`config.mk`:
```
export PLATFORM = sky130hd
export DESIGN_NAME = dual_test_ports
export DESIGN_NICKNAME = d
export VERILOG_FILES = /design/src/rtl/dual_test_ports.v
export VERILOG_INCLUDE_DIRS = /design/src /design/src/rtl
export SDC_FILE = /design/constraint.sdc
export NUM_CORES = 1
export LEC_CHECK = 0
export ABC_AREA = 1
export BUFFER_PORTS_ARGS = -buffer_cell sky130_fd_sc_hd__buf_2
export CAP_MARGIN = 0
export CORE_MARGIN = 1.5
export CORE_UTILIZATION = 50
export CTS_BUF_LIST = sky130_fd_sc_hd__clkbuf_8
export DETAILED_ROUTE_END_ITERATION = 10
export PLACE_DENSITY = 0.71
export SETUP_SLACK_MARGIN = 0.02
export SLEW_MARGIN = 40
export SYNTH_ARGS = -nofsm -noshare
export SYNTH_HDL_FRONTEND = slang
export SYNTH_SLANG_ARGS = --single-unit
```
`constraint.sdc`:
```
create_clock -name clk_sys -period 1.5 [get_ports clk_sys]
set_input_delay 0 -clock clk_sys [delete_from_list [all_inputs] [get_ports clk_sys]]
set_output_delay 0 -clock clk_sys [all_outputs]
set_load 0.03 [all_outputs]
```
`src/rtl/test_port_defs.vh`:
```
/*
  Shared constants for the two boundary-scan test ports: controller state
  codes, instruction codes and the instruction capture pattern.
  Assumes it is included by its bare name from the design file.
*/
`ifndef TEST_PORT_DEFS_VH
`define TEST_PORT_DEFS_VH

// Controller states, four-bit binary codes
`define ST_RESET      4'h0
`define ST_IDLE       4'h1
`define ST_SEL_DR     4'h2
`define ST_CAP_DR     4'h3
`define ST_SHIFT_DR   4'h4
`define ST_EXIT1_DR   4'h5
`define ST_PAUSE_DR   4'h6
`define ST_EXIT2_DR   4'h7
`define ST_UPD_DR     4'h8
`define ST_SEL_IR     4'h9
`define ST_CAP_IR     4'ha
`define ST_SHIFT_IR   4'hb
`define ST_EXIT1_IR   4'hc
`define ST_PAUSE_IR   4'hd
`define ST_EXIT2_IR   4'he
`define ST_UPD_IR     4'hf

// Instruction register width and codes
`define IR_W          4
`define INSTR_IDCODE  4'h1
`define INSTR_BYPASS  4'hf
// Fixed pattern loaded into the instruction shifter on capture
`define IR_CAPTURE    4'h1

// Identification word width
`define ID_W          32

`endif

```
`src/rtl/dual_test_ports.v`:
```
/*
  Two independent boundary-scan test access ports: one for the mapper core
  and one for the line transceivers. Each has its own controller,
  instruction register, identification and bypass registers.
  Assumes all test pins are asynchronous to clk_sys; the test clocks are
  slow enough (well under a quarter of clk_sys) to be sampled and their
  edges found after a two-flop synchroniser.
*/
// How it works
// - Mapper port: data in on rise, out on fall
// - Mapper mode-select sampled each rising edge
// - Mapper test reset resets controller without clock
// - Reset rising enters ID mode; low gives normal
// - Transceiver port: in on rise, out on fall
// - Transceiver test reset resets controller clocklessly
// - Transceiver reset raise gives ID mode; low normal
// - Data-out pins are three-state, shifted data only
// - Transceiver mode-select sampled each rising edge
`timescale 1ns/1ns
`include "test_port_defs.vh"

module test_port_tap #(
  parameter [`ID_W-1:0] ID_WORD = 32'h00000001 // Arbitrary neutral value
) (
  input wire clk_sys,
  input wire nrst,
  input wire test_clock,
  input wire test_mode_select,
  input wire test_data_in,
  input wire test_reset,
  output reg test_data_out,
  output reg test_data_out_oe,
  output reg id_mode
);

  // Two-flop synchronisers; only stage two is read by logic
  reg [3:0] sync1_q;
  reg [3:0] sync2_q;
  // Previous synchronised clock and reset, for edge finding
  reg clk_prev_q;
  reg rst_prev_q;
  // Controller state and its next value
  reg [3:0] state_q;
  reg [3:0] state_d;
  // Instruction shifter and held instruction
  reg [`IR_W-1:0] ir_shift_q;
  reg [`IR_W-1:0] ir_q;
  // Identification shifter and bypass bit
  reg [`ID_W-1:0] id_shift_q;
  reg bypass_q;

  wire tck_s = sync2_q[0];
  wire tms_s = sync2_q[1];
  wire tdi_s = sync2_q[2];
  wire trst_s = sync2_q[3];
  wire tck_rise = tck_s & ~clk_prev_q;
  wire tck_fall = ~tck_s & clk_prev_q;
  wire trst_rise = trst_s & ~rst_prev_q;
  wire sel_id = (ir_q == `INSTR_IDCODE);

  // Bring all four pins into the clk_sys domain
  always @(posedge clk_sys)
  begin
    if (!nrst)
    begin
      sync1_q <= 4'h0;
      sync2_q <= 4'h0;
      clk_prev_q <= 1'b0;
      rst_prev_q <= 1'b0;
    end
    else
    begin
      sync1_q <= {test_reset, test_data_in, test_mode_select, test_clock};
      sync2_q <= sync1_q;
      clk_prev_q <= tck_s;
      rst_prev_q <= trst_s;
    end
  end

  // Standard sixteen-state next-state function
  always @*
  begin
    case (state_q)
      `ST_RESET: state_d = tms_s ? `ST_RESET : `ST_IDLE;
      `ST_IDLE: state_d = tms_s ? `ST_SEL_DR : `ST_IDLE;
      `ST_SEL_DR: state_d = tms_s ? `ST_SEL_IR : `ST_CAP_DR;
      `ST_CAP_DR: state_d = tms_s ? `ST_EXIT1_DR : `ST_SHIFT_DR;
      `ST_SHIFT_DR: state_d = tms_s ? `ST_EXIT1_DR : `ST_SHIFT_DR;
      `ST_EXIT1_DR: state_d = tms_s ? `ST_UPD_DR : `ST_PAUSE_DR;
      `ST_PAUSE_DR: state_d = tms_s ? `ST_EXIT2_DR : `ST_PAUSE_DR;
      `ST_EXIT2_DR: state_d = tms_s ? `ST_UPD_DR : `ST_SHIFT_DR;
      `ST_UPD_DR: state_d = tms_s ? `ST_SEL_DR : `ST_IDLE;
      `ST_SEL_IR: state_d = tms_s ? `ST_RESET : `ST_CAP_IR;
      `ST_CAP_IR: state_d = tms_s ? `ST_EXIT1_IR : `ST_SHIFT_IR;
      `ST_SHIFT_IR: state_d = tms_s ? `ST_EXIT1_IR : `ST_SHIFT_IR;
      `ST_EXIT1_IR: state_d = tms_s ? `ST_UPD_IR : `ST_PAUSE_IR;
      `ST_PAUSE_IR: state_d = tms_s ? `ST_EXIT2_IR : `ST_PAUSE_IR;
      `ST_EXIT2_IR: state_d = tms_s ? `ST_UPD_IR : `ST_SHIFT_IR;
      `ST_UPD_IR: state_d = tms_s ? `ST_SEL_DR : `ST_IDLE;
      default: state_d = `ST_RESET;
    endcase
  end

  // Controller, registers and test mode flag
  always @(posedge clk_sys)
  begin
    if (!nrst)
    begin
      state_q <= `ST_RESET;
      ir_q <= `INSTR_IDCODE;
      ir_shift_q <= `IR_CAPTURE;
      id_shift_q <= ID_WORD;
      bypass_q <= 1'b0;
      id_mode <= 1'b0;
    end
    else if (!trst_s)
    begin
      // Held reset: no test clock needed, normal operation
      state_q <= `ST_RESET;
      ir_q <= `INSTR_IDCODE;
      id_mode <= 1'b0;
    end
    else
    begin
      // Rising reset edge enters identification mode
      if (trst_rise)
      begin
        id_mode <= 1'b1;
        state_q <= `ST_RESET;
        ir_q <= `INSTR_IDCODE;
      end
      else if (tck_rise)
      begin
        state_q <= state_d;
        case (state_q)
          `ST_RESET: ir_q <= `INSTR_IDCODE;
          `ST_CAP_IR: ir_shift_q <= `IR_CAPTURE;
          // Data in captured on the rising test clock edge
          `ST_SHIFT_IR: ir_shift_q <= {tdi_s, ir_shift_q[`IR_W-1:1]};
          `ST_UPD_IR: ir_q <= ir_shift_q;
          `ST_CAP_DR:
          begin
            id_shift_q <= ID_WORD;
            bypass_q <= 1'b0;
          end
          `ST_SHIFT_DR:
          begin
            if (sel_id)
              id_shift_q <= {tdi_s, id_shift_q[`ID_W-1:1]};
            else
              bypass_q <= tdi_s;
          end
          default: ir_q <= ir_q;
        endcase
      end
    end
  end

  // Data out changes on the falling test clock edge, driven in shifts only
  always @(posedge clk_sys)
  begin
    if (!nrst || !trst_s)
    begin
      test_data_out <= 1'b0;
      test_data_out_oe <= 1'b0;
    end
    else if (tck_fall)
    begin
      if (state_q == `ST_SHIFT_IR)
      begin
        test_data_out <= ir_shift_q[0];
        test_data_out_oe <= 1'b1;
      end
      else if (state_q == `ST_SHIFT_DR)
      begin
        test_data_out <= sel_id ? id_shift_q[0] : bypass_q;
        test_data_out_oe <= 1'b1;
      end
      else
        test_data_out_oe <= 1'b0;
    end
  end

endmodule

module dual_test_ports #(
  parameter [`ID_W-1:0] MAPPER_ID = 32'h00000001, // Arbitrary value
  parameter [`ID_W-1:0] XCVR_ID = 32'h00000003 // Arbitrary value
) (
  input wire clk_sys,
  input wire nrst,
  input wire mapper_test_clock,
  input wire mapper_test_mode_select,
  input wire mapper_test_data_in,
  input wire mapper_test_reset,
  output wire mapper_test_data_out,
  output wire mapper_test_data_out_oe,
  output wire mapper_id_mode,
  input wire transceiver_test_clock,
  input wire transceiver_test_mode_select,
  input wire transceiver_test_data_in,
  input wire transceiver_test_reset,
  output wire transceiver_test_data_out,
  output wire transceiver_test_data_out_oe,
  output wire transceiver_id_mode
);

  // Mapper port, fully separate controller
  test_port_tap #(.ID_WORD(MAPPER_ID)) mapper_port (
    .clk_sys(clk_sys),
    .nrst(nrst),
    .test_clock(mapper_test_clock),
    .test_mode_select(mapper_test_mode_select),
    .test_data_in(mapper_test_data_in),
    .test_reset(mapper_test_reset),
    .test_data_out(mapper_test_data_out),
    .test_data_out_oe(mapper_test_data_out_oe),
    .id_mode(mapper_id_mode)
  );

  // Transceiver port, fully separate controller
  test_port_tap #(.ID_WORD(XCVR_ID)) transceiver_port (
    .clk_sys(clk_sys),
    .nrst(nrst),
    .test_clock(transceiver_test_clock),
    .test_mode_select(transceiver_test_mode_select),
    .test_data_in(transceiver_test_data_in),
    .test_reset(transceiver_test_reset),
    .test_data_out(transceiver_test_data_out),
    .test_data_out_oe(transceiver_test_data_out_oe),
    .id_mode(transceiver_id_mode)
  );

endmodule

```
## After elaboration in Yosys (flattened, before gate mapping)

Cells that the tools add are included.

| word-level totals | value |
|---|---|
| register bits | 116 |
| input port bits | 10 |
| output and inout bits | 6 |
| logic and storage cells | 160 |

| operators by class | value |
|---|---|
| eq/ne operators | 36 |
| mux-type cells | 48 |
| bitwise gates (word level) | 17 |
| reductions and logical operators | 35 |

Operators by type and width:

| operator | count |
|---|---|
| one-hot mux 32 bit (2 select lines) | 2 |
| one-hot mux 4 bit (12 select lines) | 2 |
| equality test 4 bit, second input constant | 16 |
| two-way mux 32 bit | 2 |
| equality test 4 x 3 -> 1 bit, second input constant | 8 |
| two-way mux 4 bit | 8 |
| one-hot mux 4 bit (2 select lines) | 4 |
| AND reduction 5 bit | 4 |
| two-way mux 1 bit | 18 |
| equality test 4 x 1 -> 1 bit, second input constant | 4 |
| equality test 4 x 2 -> 1 bit, second input constant | 4 |
| nonzero test 2 bit | 8 |
| two-way mux 2 bit | 6 |
| two-way mux 3 bit | 4 |
| AND reduction 2 bit | 6 |
| OR reduction 3 bit | 4 |
| inverter 1 bit | 11 |
| logical NOT 4 bit | 2 |
| AND reduction 4 bit | 2 |
| OR reduction 2 bit | 4 |
| AND 1 bit | 6 |
| inequality test 2 x 1 -> 1 bit, second input constant | 2 |
| inequality test 2 bit, second input constant | 2 |
| one-hot mux 1 bit (2 select lines) | 2 |
| 2 further kinds | 5 |

## Depth between registers and ports, before layout

| depth | value |
|---|---|
| word-level depth | 4 |
| gate-level depth with buffers | 10 |
| mapped depth without buffers | 9 |

## Cells and area by module

Synthesis repeated with hierarchy kept, for this count alone.

| second synthesis, totals | value |
|---|---|
| cell total of the unflattened synthesis | 651 |
| area total of the unflattened synthesis | 4,812.1 um2 |

Modules (own cells, without submodules):

| module | times used | cells each | area an instance (um2) | sequential area each (um2) |
|---|---|---|---|---|
| test_port_tap at transceiver_port | 1 | 325 | 2,413.6 | 1,161.1 |
| test_port_tap at mapper_port | 1 | 326 | 2,398.6 | 1,161.1 |

## Worst setup path after synthesis

Ideal clock, no wire load.

| timing path | value |
|---|---|
| path kind | reg-to-reg |
| from | register transceiver_port.sync2_q[0] |
| to | register transceiver_port.id_shift_q[25] |
| setup time | 133 ps |
| arrival time | 1,261 ps |
| required time | 1,367 ps |
| setup slack | 105 ps |
| stages on the path, launching flop included | 9 |
| path buffers | 1 |
| period minus slack after synthesis | 1,395 ps |
| cells stage by stage | dfxtp_1 -> inv_1 -> nor2_2 -> nand3_1 -> a21oi_4 -> o21ai_4 -> buf_4 -> nand2_1 -> a21oi_2 |

| between the ends | value |
|---|---|
| cells in the longest elaborated chain, start to end | 2 |

Ends and longest elaborated chain:

| element | RTL line | source |
|---|---|---|
| from (decl) | dual_test_ports.v:38 | `reg [3:0] sync2_q;` |
| from (signal assigned) | dual_test_ports.v:74 | `sync2_q <= sync1_q;` |
| AND 1 bit | dual_test_ports.v:56 | `wire tck_rise = tck_s & ~clk_prev_q;` |
| AND reduction 5 bit (no line) | -- |  |
| to (signal assigned) | dual_test_ports.v:149 | `` id_shift_q <= {tdi_s, id_shift_q[`ID_W-1:1]}; `` |
| to (decl) | dual_test_ports.v:49 | `` reg [`ID_W-1:0] id_shift_q; `` |

Every way passes these cells.
A chain may end at the register's enable or synchronous reset.

## Worst setup path in the final report

| timing path | value |
|---|---|
| from | register transceiver_port.state_q[3] |
| to | register transceiver_port.id_shift_q[10] |

| between the ends | value |
|---|---|
| cells in the longest elaborated chain, start to end | 3 |
| elaborated cells on any way between the ends | 6 |
| classes of those cells | 3 x eq/ne; 1 x mux; 2 x reduce/logical |

Ends and longest elaborated chain:

| element | RTL line | source |
|---|---|---|
| from (decl) | dual_test_ports.v:43 | `reg [3:0] state_q;` |
| from (signal assigned) | dual_test_ports.v:109 | `` state_q <= `ST_RESET; `` |
| from (signal assigned) | dual_test_ports.v:119 | `` state_q <= `ST_RESET; `` |
| from (signal assigned) | dual_test_ports.v:129 | `` state_q <= `ST_RESET; `` |
| equality test 4 x 3 -> 1 bit or equality test 4 x 2 -> 1 bit (tied branches) | dual_test_ports.v:135 | `case (state_q)` |
| inequality test 2 x 1 -> 1 bit (no line) or nonzero test 2 bit (tied branches) | -- |  |
| AND reduction 5 bit (no line) | -- |  |

Several ways; a longest one is shown, not always the timed one.

==> flow_summary.json <==
{
  "drt_iter0_markers": 161,
  "viasPerCell": 5.186,
  "grtUsageTotal_pct": 21.55,
  "cp_slowest_cell": "dfxtp_4",
  "detailroute.via_count": 4367,
  "die_h_um": 100.3,
  "dp_cells": 768,
  "total_power_w": 0.006588,
  "register_area_sq_um": 2344,
  "wl_per_cell_um": 13.49,
  "multi_input_area_sq_um": 2391,
  "required_ps": 1790,
  "period_share_pct": 100.2,
  "clock-sinks": 116,
  "yosys.cell_types.count": 27,
  "slowest_delay_ps": 360,
  "layout_common_cells": "nand2_1, dfxtp_1, a21oi_1",
  "cellPowerDensity_nw_per_um2": 1034,
  "layout.cells.non_filler": 842,
  "synth.avg_cell_area_sq_um": 7.402,
  "num_rows": 35,
  "violations": "setup timing",
  "finalHoldViolCount": 0,
  "cts_buffer_depth": 2,
  "rsz0062_at_grt": "yes",
  "fmax_mhz": 665.6,
  "grt_start_max_net_pins": 68,
  "synth_area_leaders": "dfxtp_1, nand2_1, a21oi_1",
  "nets": 728,
  "endpoint_kind": "flop",
  "startpoint_type": "flop",
  "drive_above_1_share_pct": 29.27,
  "first_global_vias": 3986,
  "grt_pass1_wl_mm": 17.40,
  "cts_max_level": 4,
  "path_buf_inv": 2,
  "cap_viol_max_count": 0,
  "clk_latency_ps": 420,
  "arrival_ps": 1800,
  "cts-buffers-inserted": 17,
  "ys_ff_latch": 116,
  "worst_slack_ps": -2.418,
  "wl_mm": 11.36,
  "drv_slew": 0,
  "clkTransAtPathRegs_ps": 70,
  "port_buffers": 15,
  "setup_violations": 1,
  "core_sq_um": 9196,
  "synth_warnings": 0,
  "syn_nets": 650,
  "yosysTopAreaCell": "dfxtp_1",
  "die_x_um": 100.3,
  "layout_commonest_cell": "nand2_1",
  "irDropWorstVdd_mv": 0.7479,
  "min_period_ps": 1502,
  "crit_path_cell_trace": "buf_6 -> nor2_4 -> nand2_4 -> a21oi_4 -> o21ai_4 -> clkbuf_16 -> nand2_1 -> a21oi_2",
  "crit_path_max_fanout": 8,
  "hp-class": "input port to flop",
  "max_slew_margin_pct": 76.45,
  "synth_seq_area_share_pct": 49.02,
  "status": "finished, violations left",
  "cts_tree": "built",
  "dieArea_sq_um": 10070,
  "hpwl_mm": 6.003,
  "power_leakage_nw": 2.698,
  "crit_type": "flop to flop",
  "start_util_pct": 51.51,
  "drcViolationCount": 0,
  "dr.pass1.iters": 5,
  "areaGrowthSynthToFinish_pct": 34.47,
  "ant_nets": 0,
  "fin_skew_ps": 10.21,
  "antenna_cells": 0,
  "grt_overflow": 0,
  "worst_pin_slew_ps": 351.9,
  "crit_family": "compound AO/OA/AOI/OAI gates",
  "syn_area_sq_um": 4737,
  "synth_cells": 640,
  "root_buffer": "clkbuf_8",
  "antenna_found_initial": 0,
  "globalplace.congestion": 0.8891,
  "nFillCells": 694,
  "io_pins": 16,
  "synth_top_area_share_pct": 49.02
}
-- stage by stage --
| stage | cell area (sq um) | utilization (%) | setup slack [ps] | TNS, ps | hold WS, ps |
|---|---|---|---|---|---|
| final | 6370 | 69.27 | -2.418 | -2.418 | 292.0 |
| after global routing | 6370 | 69.27 | -75.05 | -1781 | 322.2 |
| after CTS | 5857 | 63.69 | 12.31 | 0 | 279.0 |
| after detailed placement | 5037 | 54.78 | -189.1 | -4356 | 185.6 |
| after global placement | 5037 | 54.78 | -97.96 | -2526 | 178.2 |
| after floorplan | 4737 | - | 105.2 | 0 | 97.63 |
-- per-layer routing --
metal | vias to the layer above | GRT usage [%] | part of all wire [%]
met5 | - | 0 | 0
met4 | 0 | 8.017 | 1.4
met3 | 18 | 4.944 | 3.8
met2 | 95 | 37.05 | 52
met1 | 2054 | 26.36 | 43
li1 | 2200 | - | -
-- worst reg2reg max path: cells and delay by family (launching register included) --
family | cells | cell delay (ps)
DFF | 1 | 360
AOI/OAI and AO/OA | 3 | 430
buffers and inverters | 2 | 310
and+or+nand+nor | 3 | 280
-- layout make-up --
cell class                      instances  area share [%]
Tap cell                              111           2.180
Timing Repair Buffer                   80           12.63
Multi-Input combinational cell        444           37.54
Clock inverter                         15           3.614
Sequential cell                       116           36.79
Inverter                               59           3.575
Clock buffer                           17           3.673
-- power by group --
part | switching, W | internal [W]
sequential | 0.0000138 | 0.00310
clock | 0.00133 | 0.00200
combinational | 0.0000939 | 0.0000592
total | 0.00144 | 0.00515
-- registers in the layout, indices dropped and copies added (netlist names), 4 cells and up --
name	flops
mapper_port.id_shift_q	32
transceiver_port.id_shift_q	32
mapper_port.ir_q	4
mapper_port.ir_shift_q	4
mapper_port.state_q	4
mapper_port.sync1_q	4
mapper_port.sync2_q	4
transceiver_port.ir_q	4
transceiver_port.ir_shift_q	4
transceiver_port.state_q	4
transceiver_port.sync1_q	4
transceiver_port.sync2_q	4
-- path summary, 6_finish.rpt --
path / start / to / slack, ps / cells after the start
hold reg to reg: transceiver_port.sync1_q[0] / transceiver_port.sync2_q[0] / 410 / 2
setup / recovery: transceiver_port.state_q[3] / transceiver_port.id_shift_q[10] / -2 / 8
hold / removal: transceiver_test_mode_select / transceiver_port.sync1_q[1] / 290 / 4
setup reg to reg: transceiver_port.state_q[3] / transceiver_port.id_shift_q[10] / -2 / 8
-- cell usage after synthesis, drive strengths merged --
library cell,count
o211ai,5
a21oi,102
clkbuf,6
nor2,42
nand4,4
dfxtp,116
nor3,4
buf,18
o21ai,20
a31oi,1
a21boi,1
clkinv,1
nand2,241
inv,58
nand3,21
-- cells by family after synthesis --
logic type	share of synthesized area [%]
buffers and inverters	8.029
AND/OR/NAND/NOR	27.39
flip-flops	49.02
AO/OA/AOI/OAI	15.56
-- repair_timing --
item	in CTS	in global routing
hold buffers	14	0
gates cloned	5	5
buffers inserted	8	13
endpoints found under the setup margin	44	87
pin swaps	13	32
endpoints found under the hold margin	15	0
resized for setup	22	101
No activity file was read; power rests on OpenSTA's default activity.
